$ cat src/hdl/warmup_pkg.sv
// Constants shared by the warm-up counter block
package warmup_pkg;
    // ========================================
    // Register offsets (byte addresses)
    localparam logic [3:0] OFF_CONTROL = 4'h0;
    localparam logic [3:0] OFF_LIMIT = 4'h4;
    localparam logic [3:0] OFF_SYSTEM_TWO = 4'h8;
    localparam logic [3:0] OFF_STATUS = 4'hC;
    // ========================================
    // Control register fields
    localparam int CTL_SEL_BIT = 0;
    localparam int CTL_DIV_LO = 1;
    localparam int CTL_DIV_HI = 2;
    localparam int CTL_ABORT_BIT = 3;
    // System control two fields
    localparam int SYS_HIGH_EN_BIT = 0;
    localparam int SYS_LOW_EN_BIT = 1;
    localparam int SYS_CLK_SEL_BIT = 2;
    // Status fields
    localparam int STA_RUN_BIT = 0;
    localparam int STA_DONE_BIT = 1;
    localparam int STA_HOLD_BIT = 2;
    localparam int STA_STOP_BIT = 3;
    // ========================================
    // Reset values
    localparam logic RST_SEL = 1'b0;
    localparam logic [1:0] RST_DIV = 2'b11;
    localparam logic [7:0] RST_LIMIT = 8'h66;
    localparam logic [2:0] RST_SYS_TWO = 3'b001;
    // ========================================
    // Counter geometry
    localparam int CNT_WIDTH = 14;
    localparam int CMP_WIDTH = 8;
    localparam int PRE_WIDTH = 3;
    localparam logic [7:0] LIMIT_ZERO = 8'h00;
    // ========================================
    // Sequencer states
    typedef enum logic [2:0] {
        ST_RESET_WARM,
        ST_IDLE,
        ST_SOFT_WARM,
        ST_STOPPED,
        ST_STOP_WARM
    } warm_state_e;
endpackage : warmup_pkg

$ cat src/hdl/warmup_counter.sv
// Oscillator warm-up counter with Wishbone register slave
`timescale 1ns/1ps
module warmup_counter (
    input wire logic core_clk_i,
    input wire logic reset_n_i,
    input wire logic wb_cyc_i,
    input wire logic wb_stb_i,
    input wire logic wb_we_i,
    input wire logic [3:0] wb_adr_i,
    input wire logic [3:0] wb_sel_i,
    input wire logic [31:0] wb_dat_i,
    output logic [31:0] wb_dat_o,
    output logic wb_ack_o,
    input wire logic high_freq_clock_i,
    input wire logic low_freq_clock_i,
    input wire logic stop_enter_i,
    input wire logic stop_release_i,
    output logic core_reset_n_o,
    output logic resume_o,
    output logic warmup_done_interrupt_o,
    output logic high_osc_en_o,
    output logic low_osc_en_o,
    output logic stop_mode_o
);
    logic high_rise;
    logic low_rise;
    logic stop_req_r0;
    logic stop_req_r1;
    logic rel_req_r0;
    logic rel_req_r1;
    warmup_pkg::warm_state_e state_r;
    logic sel_r;
    logic [1:0] div_r;
    logic abort_r;
    logic [7:0] limit_r;
    logic high_en_r;
    logic low_en_r;
    logic clk_sel_r;
    logic stop_src_r;
    logic soft_src_r;
    logic soft_frozen_r;
    logic started_r;
    logic [warmup_pkg::CNT_WIDTH-1:0] count_r;
    logic core_reset_n_r;
    logic resume_r;
    logic done_r;
    logic ack_r;
    logic [31:0] rdata_r;
    logic src_tick;
    logic pre_tick;
    logic pre_clear;
    logic match;
    logic bus_req;
    logic wr_ctl;
    logic wr_lim;
    logic wr_sys;
    logic high_set;
    logic low_set;
    logic soft_start;

    // ========================================
    // Write strobes from the low byte lane
    function automatic logic wr_hit(input logic [3:0] adr, input logic [3:0] off);
        wr_hit = (adr == off);
    endfunction : wr_hit

    assign bus_req = wb_cyc_i && wb_stb_i && !ack_r;
    assign wr_ctl = bus_req && wb_we_i && wb_sel_i[0] &&
        wr_hit(wb_adr_i, warmup_pkg::OFF_CONTROL);
    assign wr_lim = bus_req && wb_we_i && wb_sel_i[0] &&
        wr_hit(wb_adr_i, warmup_pkg::OFF_LIMIT);
    assign wr_sys = bus_req && wb_we_i && wb_sel_i[0] &&
        wr_hit(wb_adr_i, warmup_pkg::OFF_SYSTEM_TWO);

    // ========================================
    // Oscillator clock edges brought into the core domain
    warmup_edge_sync u_high_sync (
        .core_clk_i(core_clk_i),
        .reset_n_i(reset_n_i),
        .async_i(high_freq_clock_i),
        .rise_o(high_rise)
    );

    warmup_edge_sync u_low_sync (
        .core_clk_i(core_clk_i),
        .reset_n_i(reset_n_i),
        .async_i(low_freq_clock_i),
        .rise_o(low_rise)
    );

    // Stop request lines synchronised
    always_ff @(posedge core_clk_i or negedge reset_n_i) begin
        if (!reset_n_i) begin
            stop_req_r0 <= 1'b0;
            stop_req_r1 <= 1'b0;
            rel_req_r0 <= 1'b0;
            rel_req_r1 <= 1'b0;
        end else begin
            stop_req_r0 <= stop_enter_i;
            stop_req_r1 <= stop_req_r0;
            rel_req_r0 <= stop_release_i;
            rel_req_r1 <= rel_req_r0;
        end
    end

    // ========================================
    // Source clock choice per warm-up kind
    always_comb begin
        case (state_r)
            warmup_pkg::ST_RESET_WARM: src_tick = high_rise;
            // clock of main system at stop entry
            warmup_pkg::ST_STOP_WARM: src_tick = stop_src_r ? low_rise : high_rise;
            warmup_pkg::ST_SOFT_WARM: src_tick = soft_src_r ? low_rise : high_rise;
            default: src_tick = 1'b0;
        endcase
    end

    // divide by 1, 2, 4 or 8
    warmup_prescaler u_prescaler (
        .core_clk_i(core_clk_i),
        .reset_n_i(reset_n_i),
        .clear_i(pre_clear),
        .tick_i(src_tick),
        .div_i(div_r),
        .tick_o(pre_tick)
    );

    assign match = started_r && (limit_r != warmup_pkg::LIMIT_ZERO) &&
        (count_r[warmup_pkg::CNT_WIDTH-1 -: warmup_pkg::CMP_WIDTH] == limit_r);

    // start only on zero-to-one of an enable
    assign high_set = wr_sys && wb_dat_i[warmup_pkg::SYS_HIGH_EN_BIT] && !high_en_r;
    assign low_set = wr_sys && wb_dat_i[warmup_pkg::SYS_LOW_EN_BIT] && !low_en_r;
    assign soft_start = (high_set || low_set) && (state_r == warmup_pkg::ST_IDLE);

    assign pre_clear = match || soft_start || (state_r == warmup_pkg::ST_IDLE) ||
        (wr_ctl && wb_dat_i[warmup_pkg::CTL_ABORT_BIT]);

    // ========================================
    // Warm-up sequencer
    always_ff @(posedge core_clk_i or negedge reset_n_i) begin
        if (!reset_n_i) begin
            state_r <= warmup_pkg::ST_RESET_WARM;
            soft_frozen_r <= 1'b0;
            stop_src_r <= 1'b0;
        end else begin
            case (state_r)
                warmup_pkg::ST_RESET_WARM: begin
                    if (match) begin
                        state_r <= warmup_pkg::ST_IDLE;
                    end
                end
                warmup_pkg::ST_IDLE: begin
                    if (stop_req_r1) begin
                        stop_src_r <= clk_sel_r;
                        soft_frozen_r <= 1'b0;
                        state_r <= warmup_pkg::ST_STOPPED;
                    end else if (soft_start) begin
                        state_r <= warmup_pkg::ST_SOFT_WARM;
                    end
                end
                warmup_pkg::ST_SOFT_WARM: begin
                    if (match || (wr_ctl && wb_dat_i[warmup_pkg::CTL_ABORT_BIT])) begin
                        state_r <= warmup_pkg::ST_IDLE;
                    end else if (stop_req_r1) begin
                        stop_src_r <= clk_sel_r;
                        soft_frozen_r <= 1'b1;
                        state_r <= warmup_pkg::ST_STOPPED;
                    end
                end
                warmup_pkg::ST_STOPPED: begin
                    if (rel_req_r1) begin
                        state_r <= warmup_pkg::ST_STOP_WARM;
                    end
                end
                warmup_pkg::ST_STOP_WARM: begin
                    if (match) begin
                        state_r <= soft_frozen_r ? warmup_pkg::ST_SOFT_WARM :
                            warmup_pkg::ST_IDLE;
                    end
                end
                default: state_r <= warmup_pkg::ST_IDLE;
            endcase
        end
    end

    // ========================================
    // 14-stage counter
    always_ff @(posedge core_clk_i or negedge reset_n_i) begin
        if (!reset_n_i) begin
            count_r <= '0;
            started_r <= 1'b0;
        end else if (match || pre_clear) begin
            count_r <= '0;
            started_r <= 1'b0;
        end else if (pre_tick) begin
            count_r <= count_r + 14'h0001;
            started_r <= 1'b1;
        end
    end

    // ========================================
    // Reset release and resume pulse
    always_ff @(posedge core_clk_i or negedge reset_n_i) begin
        if (!reset_n_i) begin
            core_reset_n_r <= 1'b0;
            resume_r <= 1'b0;
        end else begin
            // hold core reset until warm-up ends
            if (state_r == warmup_pkg::ST_RESET_WARM && match) begin
                core_reset_n_r <= 1'b1;
            end
            resume_r <= (state_r == warmup_pkg::ST_STOP_WARM) && match;
        end
    end

    always_ff @(posedge core_clk_i or negedge reset_n_i) begin
        if (!reset_n_i) begin
            done_r <= 1'b0;
        end else begin
            done_r <= (state_r == warmup_pkg::ST_SOFT_WARM) && match;
        end
    end

    // ========================================
    // Control and limit registers
    always_ff @(posedge core_clk_i or negedge reset_n_i) begin
        if (!reset_n_i) begin
            sel_r <= warmup_pkg::RST_SEL;
            div_r <= warmup_pkg::RST_DIV;
            abort_r <= 1'b0;
            limit_r <= warmup_pkg::RST_LIMIT;
        end else begin
            abort_r <= 1'b0;
            if (wr_ctl) begin
                sel_r <= wb_dat_i[warmup_pkg::CTL_SEL_BIT];
                div_r <= wb_dat_i[warmup_pkg::CTL_DIV_HI:warmup_pkg::CTL_DIV_LO];
                abort_r <= wb_dat_i[warmup_pkg::CTL_ABORT_BIT];
            end
            if (wr_lim) begin
                limit_r <= wb_dat_i[7:0];
            end
        end
    end

    // system control bits driving oscillators and clock
    always_ff @(posedge core_clk_i or negedge reset_n_i) begin
        if (!reset_n_i) begin
            high_en_r <= warmup_pkg::RST_SYS_TWO[warmup_pkg::SYS_HIGH_EN_BIT];
            low_en_r <= warmup_pkg::RST_SYS_TWO[warmup_pkg::SYS_LOW_EN_BIT];
            clk_sel_r <= warmup_pkg::RST_SYS_TWO[warmup_pkg::SYS_CLK_SEL_BIT];
            soft_src_r <= 1'b0;
        end else begin
            if (wr_sys) begin
                high_en_r <= wb_dat_i[warmup_pkg::SYS_HIGH_EN_BIT];
                low_en_r <= wb_dat_i[warmup_pkg::SYS_LOW_EN_BIT];
                clk_sel_r <= wb_dat_i[warmup_pkg::SYS_CLK_SEL_BIT];
            end
            if (soft_start) begin
                soft_src_r <= sel_r;
            end
        end
    end

    // ========================================
    // Wishbone answer, one wait cycle
    always_ff @(posedge core_clk_i or negedge reset_n_i) begin
        if (!reset_n_i) begin
            ack_r <= 1'b0;
            rdata_r <= 32'h0000_0000;
        end else begin
            ack_r <= bus_req;
            rdata_r <= 32'h0000_0000;
            if (bus_req && !wb_we_i) begin
                case (wb_adr_i)
                    warmup_pkg::OFF_CONTROL:
                        rdata_r <= {28'h000_0000, abort_r, div_r, sel_r};
                    warmup_pkg::OFF_LIMIT:
                        rdata_r <= {24'h00_0000, limit_r};
                    warmup_pkg::OFF_SYSTEM_TWO:
                        rdata_r <= {29'h0000_0000, clk_sel_r, low_en_r, high_en_r};
                    warmup_pkg::OFF_STATUS:
                        rdata_r <= {28'h000_0000,
                            state_r == warmup_pkg::ST_STOPPED,
                            soft_frozen_r,
                            done_r,
                            state_r != warmup_pkg::ST_IDLE};
                    default: rdata_r <= 32'h0000_0000;
                endcase
            end
        end
    end

    // ========================================
    // Outputs
    assign wb_ack_o = ack_r;
    assign wb_dat_o = rdata_r;
    assign core_reset_n_o = core_reset_n_r;
    assign resume_o = resume_r;
    assign warmup_done_interrupt_o = done_r;
    assign high_osc_en_o = high_en_r && (state_r != warmup_pkg::ST_STOPPED);
    assign low_osc_en_o = low_en_r && (state_r != warmup_pkg::ST_STOPPED);
    assign stop_mode_o = (state_r == warmup_pkg::ST_STOPPED);
endmodule : warmup_counter

$ cat src/hdl/warmup_edge_sync.sv
// Two-flop synchroniser with rising edge pulse for oscillator clocks
`timescale 1ns/1ps
module warmup_edge_sync (
    input wire logic core_clk_i,
    input wire logic reset_n_i,
    input wire logic async_i,
    output logic rise_o
);
    logic meta_r;
    logic sync_r;
    logic last_r;

    // ========================================
    // Synchroniser and edge history
    always_ff @(posedge core_clk_i or negedge reset_n_i) begin
        if (!reset_n_i) begin
            meta_r <= 1'b0;
            sync_r <= 1'b0;
            last_r <= 1'b0;
        end else begin
            meta_r <= async_i;
            sync_r <= meta_r;
            last_r <= sync_r;
        end
    end

    // One-cycle pulse per source rising edge
    assign rise_o = sync_r && !last_r;
endmodule : warmup_edge_sync

$ cat src/hdl/warmup_prescaler.sv
// Three-stage prescaler giving a divided count enable
`timescale 1ns/1ps
module warmup_prescaler (
    input wire logic core_clk_i,
    input wire logic reset_n_i,
    input wire logic clear_i,
    input wire logic tick_i,
    input wire logic [1:0] div_i,
    output logic tick_o
);
    logic [warmup_pkg::PRE_WIDTH-1:0] stage_r;
    logic [warmup_pkg::PRE_WIDTH-1:0] mask;

    // ========================================
    // Division mask: 1, 2, 4 or 8
    always_comb begin
        case (div_i)
            2'b00: mask = 3'b000;
            2'b01: mask = 3'b001;
            2'b10: mask = 3'b011;
            default: mask = 3'b111;
        endcase
    end

    // Prescaler stages
    always_ff @(posedge core_clk_i or negedge reset_n_i) begin
        if (!reset_n_i) begin
            stage_r <= 3'b000;
        end else if (clear_i) begin
            stage_r <= 3'b000;
        end else if (tick_i) begin
            stage_r <= stage_r + 3'b001;
        end
    end

    // Pass a tick once all selected stages are set
    assign tick_o = tick_i && ((stage_r & mask) == mask);
endmodule : warmup_prescaler
$ cat config.mk
export PLATFORM = sky130hd
export DESIGN_NAME = warmup_counter
export DESIGN_NICKNAME = d
export VERILOG_FILES = /design/src/hdl/warmup_pkg.sv /design/src/hdl/warmup_counter.sv /design/src/hdl/warmup_edge_sync.sv /design/src/hdl/warmup_prescaler.sv
export SDC_FILE = /design/constraint.sdc
export NUM_CORES = 1
export LEC_CHECK = 0
export ABC_AREA = 1
export BUFFER_PORTS_ARGS = -buffer_cell sky130_fd_sc_hd__clkbuf_2
export CORE_MARGIN = 5
export CORE_UTILIZATION = 40
export DETAILED_ROUTE_END_ITERATION = 7
export GPL_TIMING_DRIVEN = 0
export PLACE_DENSITY = 0.74
export SKIP_CTS_REPAIR_TIMING = 1
export SKIP_LAST_GASP = 1
export SLEW_MARGIN = 20
export SYNTH_ARGS = -nofsm -noshare
export SYNTH_HDL_FRONTEND = slang
export SYNTH_SLANG_ARGS = --single-unit
$ cat constraint.sdc
create_clock -name core_clk_i -period 2.2 [get_ports core_clk_i]
set_input_delay 0.33 -clock core_clk_i [delete_from_list [all_inputs] [get_ports core_clk_i]]
set_output_delay 0.33 -clock core_clk_i [all_outputs]
set_load 0.02 [all_outputs]
# After elaboration in Yosys (flattened, before gate mapping)
# Index checks and enable logic that the tools add are counted.
[totals] ff_bits=85 out_inout_bits=39 elab_cells=128
[op_classes] n_addsub=2 n_eq_ne=21 muxes=29 n_bitwise=1 n_reduce_logical=46
[op_table] op="32-bit two-way mux" count=1
[op_table] op="8-bit case mux with 4 select lines" count=1
[op_table] op="14-bit two-way mux" count=2
[op_table] op="3-bit two-way mux" count=9
[op_table] op="1-bit logical AND" count=24
[op_table] op="3-bit case mux with 5 select lines" count=1
[op_table] op="14-bit by 1-bit adder with 14-bit output, second input constant" count=1
[op_table] op="1-bit two-way mux" count=10
[op_table] op="2-bit inequality test, second input constant" count=5
[op_table] op="3-bit case mux with 3 select lines" count=1
[op_table] op="4-bit equality test, second input constant" count=2
[op_table] op="8-bit equality test" count=1
[op_table] op="8-bit nonzero test" count=1
[op_table] op="3-bit by 2-bit equality test with 1-bit output, second input constant" count=2
[op_table] op="1-bit zero test" count=6
[op_table] op="1-bit logical OR" count=6
[op_table] op="3-bit inequality test, second input constant" count=2
[op_table] op="2-bit nonzero test" count=3
[op_table] op="5-bit AND reduction" count=1
[op_table] op="4-bit by 3-bit equality test with 1-bit output, second input constant" count=1
[op_table] op="4-bit zero test" count=1
[op_table] op="1-bit case mux with 2 select lines" count=2
[op_table] op="4-bit AND reduction" count=1
[op_table] op="3-bit by 1-bit adder with 3-bit output, second input constant" count=1
[op_table] op="14 further kinds" count=14

# Depth between registers and ports, before layout
[depth] word_depth=14 mapped_depth=12

# Modules after synthesis
# Synthesis repeated with hierarchy kept, for this count alone.
[hier_totals] cells_unflattened=368 area_unflattened_um2=3141.8
[by_module_without_submodules] mod="warmup_counter" instances=1 cells_per_inst=337 area_per_inst_um2=2808.9
[by_module_without_submodules] mod="warmup_edge_sync" instances=2 cells_per_inst=5 area_per_inst_um2=85.1
[by_module_without_submodules] mod="warmup_prescaler" instances=1 cells_per_inst=21 area_per_inst_um2=162.7

# Worst setup path after synthesis
# Ideal clock, no wire load.
[synth_path] path_kind="flip-flop to output port" start="register state_r[2]" end="output port high_osc_en_o" arrival_time_ns=1.474 required_time_ns=1.870 slack_ns=0.396 path_stages_with_launch=3 n_path_buf=0 cell_sequence="dfrtp_1 -> nor3_1 -> nor2_1"
[synth_between] elab_chain_cells=2
[synth_lines] item="start, declared" line="warmup_counter.sv:31" rtl="warmup_pkg::warm_state_e state_r;"
[synth_lines] item="start signal, assigned" line="warmup_counter.sv:143" rtl="state_r <= warmup_pkg::ST_RESET_WARM;"
[synth_lines] item="start signal, assigned" line="warmup_counter.sv:150" rtl="state_r <= warmup_pkg::ST_IDLE;"
[synth_lines] item="start signal, assigned" line="warmup_counter.sv:157" rtl="state_r <= warmup_pkg::ST_STOPPED;"
[synth_lines] item="3-bit by 2-bit inequality test with 1-bit output" line="warmup_counter.sv:301" rtl="assign high_osc_en_o = high_en_r && (state_r != warmup_pkg::ST_STOPPED);"
[synth_lines] item="1-bit logical AND" line="warmup_counter.sv:301"
[synth_lines] item="end, declared" line="warmup_counter.sv:21" rtl="output logic high_osc_en_o,"
# No other way between the ends.

# Final worst setup path
[layout_path] start="register ack_r (netlist: wb_ack_o)" end="register count_r[9] (netlist bit)"
[layout_between] elab_chain_cells=14 word_cells_on_any_way=19 cone_classes="mux: 1; reduce/logical: 18"
[layout_lines] item="start, declared" line="warmup_counter.sv:47" rtl="logic ack_r;"
[layout_lines] item="start signal, assigned" line="warmup_counter.sv:272" rtl="ack_r <= bus_req;"
[layout_lines] item="1-bit zero test *" line="warmup_counter.sv:67" rtl="assign bus_req = wb_cyc_i && wb_stb_i && !ack_r;"
[layout_lines] item="1-bit logical AND *" line="warmup_counter.sv:67"
[layout_lines] item="1-bit logical AND * (2 in a row)" line="warmup_counter.sv:68, warmup_counter.sv:72"
[layout_lines] item="1-bit logical AND" line="warmup_counter.sv:72" rtl="assign wr_sys = bus_req && wb_we_i && wb_sel_i[0] &&"
[layout_lines] item="1-bit logical AND, on equally long branches (2 in a row)" line="warmup_counter.sv:132, warmup_counter.sv:133"
[layout_lines] item="1-bit logical OR" line="warmup_counter.sv:134" rtl="assign soft_start = (high_set || low_set) && (state_r == warmup_pkg::ST_IDLE);"
[layout_lines] item="1-bit logical AND" line="warmup_counter.sv:134"
[layout_lines] item="1-bit logical OR (2 in a row)" line="warmup_counter.sv:136" rtl="assign pre_clear = match || soft_start || (state_r == warmup_pkg::ST_IDLE) ||"
[layout_lines] item="1-bit logical OR *" line="warmup_counter.sv:136"
[layout_lines] item="1-bit logical OR *" line="warmup_counter.sv:193" rtl="end else if (match || pre_clear) begin"
[layout_lines] item="14-bit two-way mux / 2-bit nonzero test (equally long branches)"
[layout_lines] item="end signal, assigned" line="warmup_counter.sv:197" rtl="count_r <= count_r + 14'h0001;"
[layout_lines] item="end, declared" line="warmup_counter.sv:43" rtl="logic [warmup_pkg::CNT_WIDTH-1:0] count_r;"
# Every way passes the cells marked *; elsewhere a longest branch is shown, timed or not.
# A chain may end at the register's enable or synchronous reset.

==> flow_summary.json <==
{
  "outcome": "complete, no violations",
  "p_per_area_nw_per_um2": 838,
  "crit_family": "simple AND/OR/NAND/NOR gates",
  "pre_cts_ws_ps": 302,
  "grt_usage": 0.143,
  "hp-class": "input pin to flop",
  "avgRoutedWirePerCell_um": 11.2,
  "routed_wl_um": 6390,
  "p_sw_mw": 1.10,
  "root_buffer": "clkbuf_8",
  "rsz0062_at_grt": "no",
  "synthCells": 391,
  "critical_path_arrival_ps": 2100,
  "syn_area_per_cell_um2": 7.91,
  "timing.fmax_mhz": 533,
  "seqPwrFrac": 0.445,
  "cts-htree-levels": 3,
  "ys_ff_latch": 61,
  "path_clk_slew_ps": 70,
  "antenna_found_initial": 0,
  "cp_slowest_stage_delay_ps": 390,
  "worst_pin_slew_ps": 501,
  "fin_util": 0.483,
  "nets": 514,
  "crit_required_ps": 2430,
  "timing.final.ws_setup_ps": 323,
  "peakVddDrop_mv": 0.527,
  "fillerInstances": 743,
  "cts_sinks": 61,
  "yosysMostFrequentCell": "nand2_1",
  "yosysSeqAreaShare": 0.496,
  "p_sw_frac": 0.357,
  "insertion_delay_ps": 340,
  "grt_pass1_wl_um": 11100,
  "clock_skew_ps": 8.55,
  "period_share": 0.853,
  "finalInstanceArea_um2": 3690,
  "finalSetupViolCount": 0,
  "cp-end-kind": "flop",
  "dp_hpwl_um": 4880,
  "p_clk_frac": 0.272,
  "synth_area_leader_cell": "dfrtp_1",
  "synth_area_leaders": "dfrtp_1 44%, nand2_1 11%, inv_1 7.4%",
  "ys_warn_count": 0,
  "slew_headroom": 0.665,
  "numCtsBuffers": 9,
  "drive_above_1_share": 0.209,
  "slowest_stage": "dfrtp_1",
  "vias_per_cell": 4.56,
  "gp_congestion": 0.841,
  "path_cells": "inv_1 > nand3_1 > nor2_1 > nand3_1 > nand3_2 > inv_1 > buf_4 > o21ai_0 > nor2_1",
  "start_util": 0.404,
  "syn2layout_area_growth_pct": 19.4,
  "vias": 2600,
  "cp-start-kind": "flop",
  "grt_pass1_vias": 2453,
  "core_um2": 7650,
  "drt-pass1-iter-count": 4,
  "drtIter0Drc": 142,
  "antenna_cells": 0,
  "worstSetupPathType": "flop to flop",
  "hold_viol_final": 0,
  "crit_fanout": 10,
  "drc": 0,
  "async_flop_share": 1.00,
  "leakagePower_nw": 1.95,
  "ys_top_cells_by_count": "89 x nand2_1, 61 x inv_1, 54 x dfrtp_1",
  "p_int_mw": 1.99,
  "finalMaxSlewViolations": 0,
  "grt_start_max_net_pins": 41,
  "combPwrFrac": 0.283,
  "synthFlopType": "dfrtp_1",
  "synth_top_area_share": 0.437,
  "synthDistinctLibCells": 30,
  "drv_cap": 0,
  "cts_tree": "done",
  "setup_tns_ps": 0,
  "worst-path-buf-inv": 3,
  "antenna_left": 0,
  "overflow": 0,
  "period_needed_ps": 1880,
  "io_buffers": 36,
  "num_io_pins": 88,
  "die_h_um": 97.9,
  "synth_edf_count": 0,
  "clockBufferDepth": 2,
  "placed_cell_area_um2": 3510,
  "netlist_area_um2": 3090,
  "rows": 32,
  "die_area_um2": 9590,
  "die_w_um": 97.9
}
## worst paths after layout
path	start	to	slack, ps	depth (start not counted)
worst min register to register	u_low_sync.meta_r$_DFF_PN0_	u_low_sync.sync_r$_DFF_PN0_	350	0
max in group asynchronous	reset_n_i	limit_r[5]$_DFFE_PN1P_	1180	3
worst max register to register	wb_ack_o$_DFF_PN0_	count_r[9]$_DFFE_PN0P_	320	9
worst min-delay path	high_freq_clock_i	u_high_sync.meta_r$_DFF_PN0_	90	1
min in group asynchronous	reset_n_i	u_high_sync.meta_r$_DFF_PN0_	450	2
worst max-delay path	wb_ack_o$_DFF_PN0_	count_r[9]$_DFFE_PN0P_	320	9
## flip-flops by register name, summed over array words and instances (netlist names), 2 cells and up
register / flops
div_r: 2
limit_r: 8
u_prescaler.stage_r: 3
count_r: 14
wb_dat_o: 8
state_r: 3
## layout by cell type, fill, tap and decap left out, types with 11 or more instances in the layout
| cell type | synthesis | final |
|---|---|---|
| nand2_1 | 89 | 89 |
| inv_1 | 61 | 61 |
| dfrtp_1 | 54 | 54 |
| nor2_1 | 50 | 50 |
| clkbuf_2 | 0 | 35 |
| buf_4 | 25 | 25 |
| conb_1 | 1 | 24 |
| nand3_1 | 21 | 21 |
| o21ai_0 | 21 | 21 |
| a21oi_1 | 17 | 17 |
| nor3_1 | 12 | 11 |
## power by group through the flow
stage               Sequential (mW)  Clock (mW)  Combinational, mW
CTS                            1.37       0.872              0.871
finish                         1.38       0.842              0.875
global route                   1.40       0.934               1.01
global placement               1.39           0              0.835
detailed placement             1.39           0              0.865
floorplan                      1.37           0              0.668
## metal layers
metal | GRT usage | wire length [µm] | vias to the layer above | part of all wire
met5 | 0 | 0 | - | 0
met2 | 0.231 | 3090 | 72 | 0.48
met1 | 0.177 | 2770 | 1192 | 0.43
met3 | 0.0593 | 458 | 6 | 0.072
li1 | - | - | 1330 | -
met4 | 0.0362 | 71 | 0 | 0.011
## cells by family after synthesis
kind of cell,Yosys count,share of synthesized area
AOI/OAI and AO/OA,49,0.0882
xor gates and xnor gates,1,0.00283
adders and majority gates,2,0.00809
buffers and inverters,90,0.143
DFF,61,0.496
other,1,0.00121
and+or+nand+nor,187,0.261
## metrics by stage
step | power [mW] | std cells | hold WS [ps]
floorplan | 2.04 | 414 | 34.4
global placement | 2.22 | 552 | 334
detailed placement | 2.26 | 553 | 277
CTS | 3.12 | 569 | -101
global route | 3.35 | 570 | 64.9
finish | 3.09 | 570 | 94.8
## final cells by class
| class | instances | area, µm² | share of cell area |
|---|---|---|---|
| Sequential cell | 61 | 1540 | 0.416 |
| Inverter | 62 | 235 | 0.0637 |
| Multi-Input combinational cell | 263 | 1210 | 0.327 |
| Buffer | 28 | 206 | 0.0559 |
| Timing Repair Buffer | 38 | 213 | 0.0576 |
| Tap cell | 102 | 128 | 0.0346 |
| Clock buffer | 10 | 128 | 0.0346 |
| Clock inverter | 6 | 40.0 | 0.0108 |
Power figures use the tool's default switching activity.
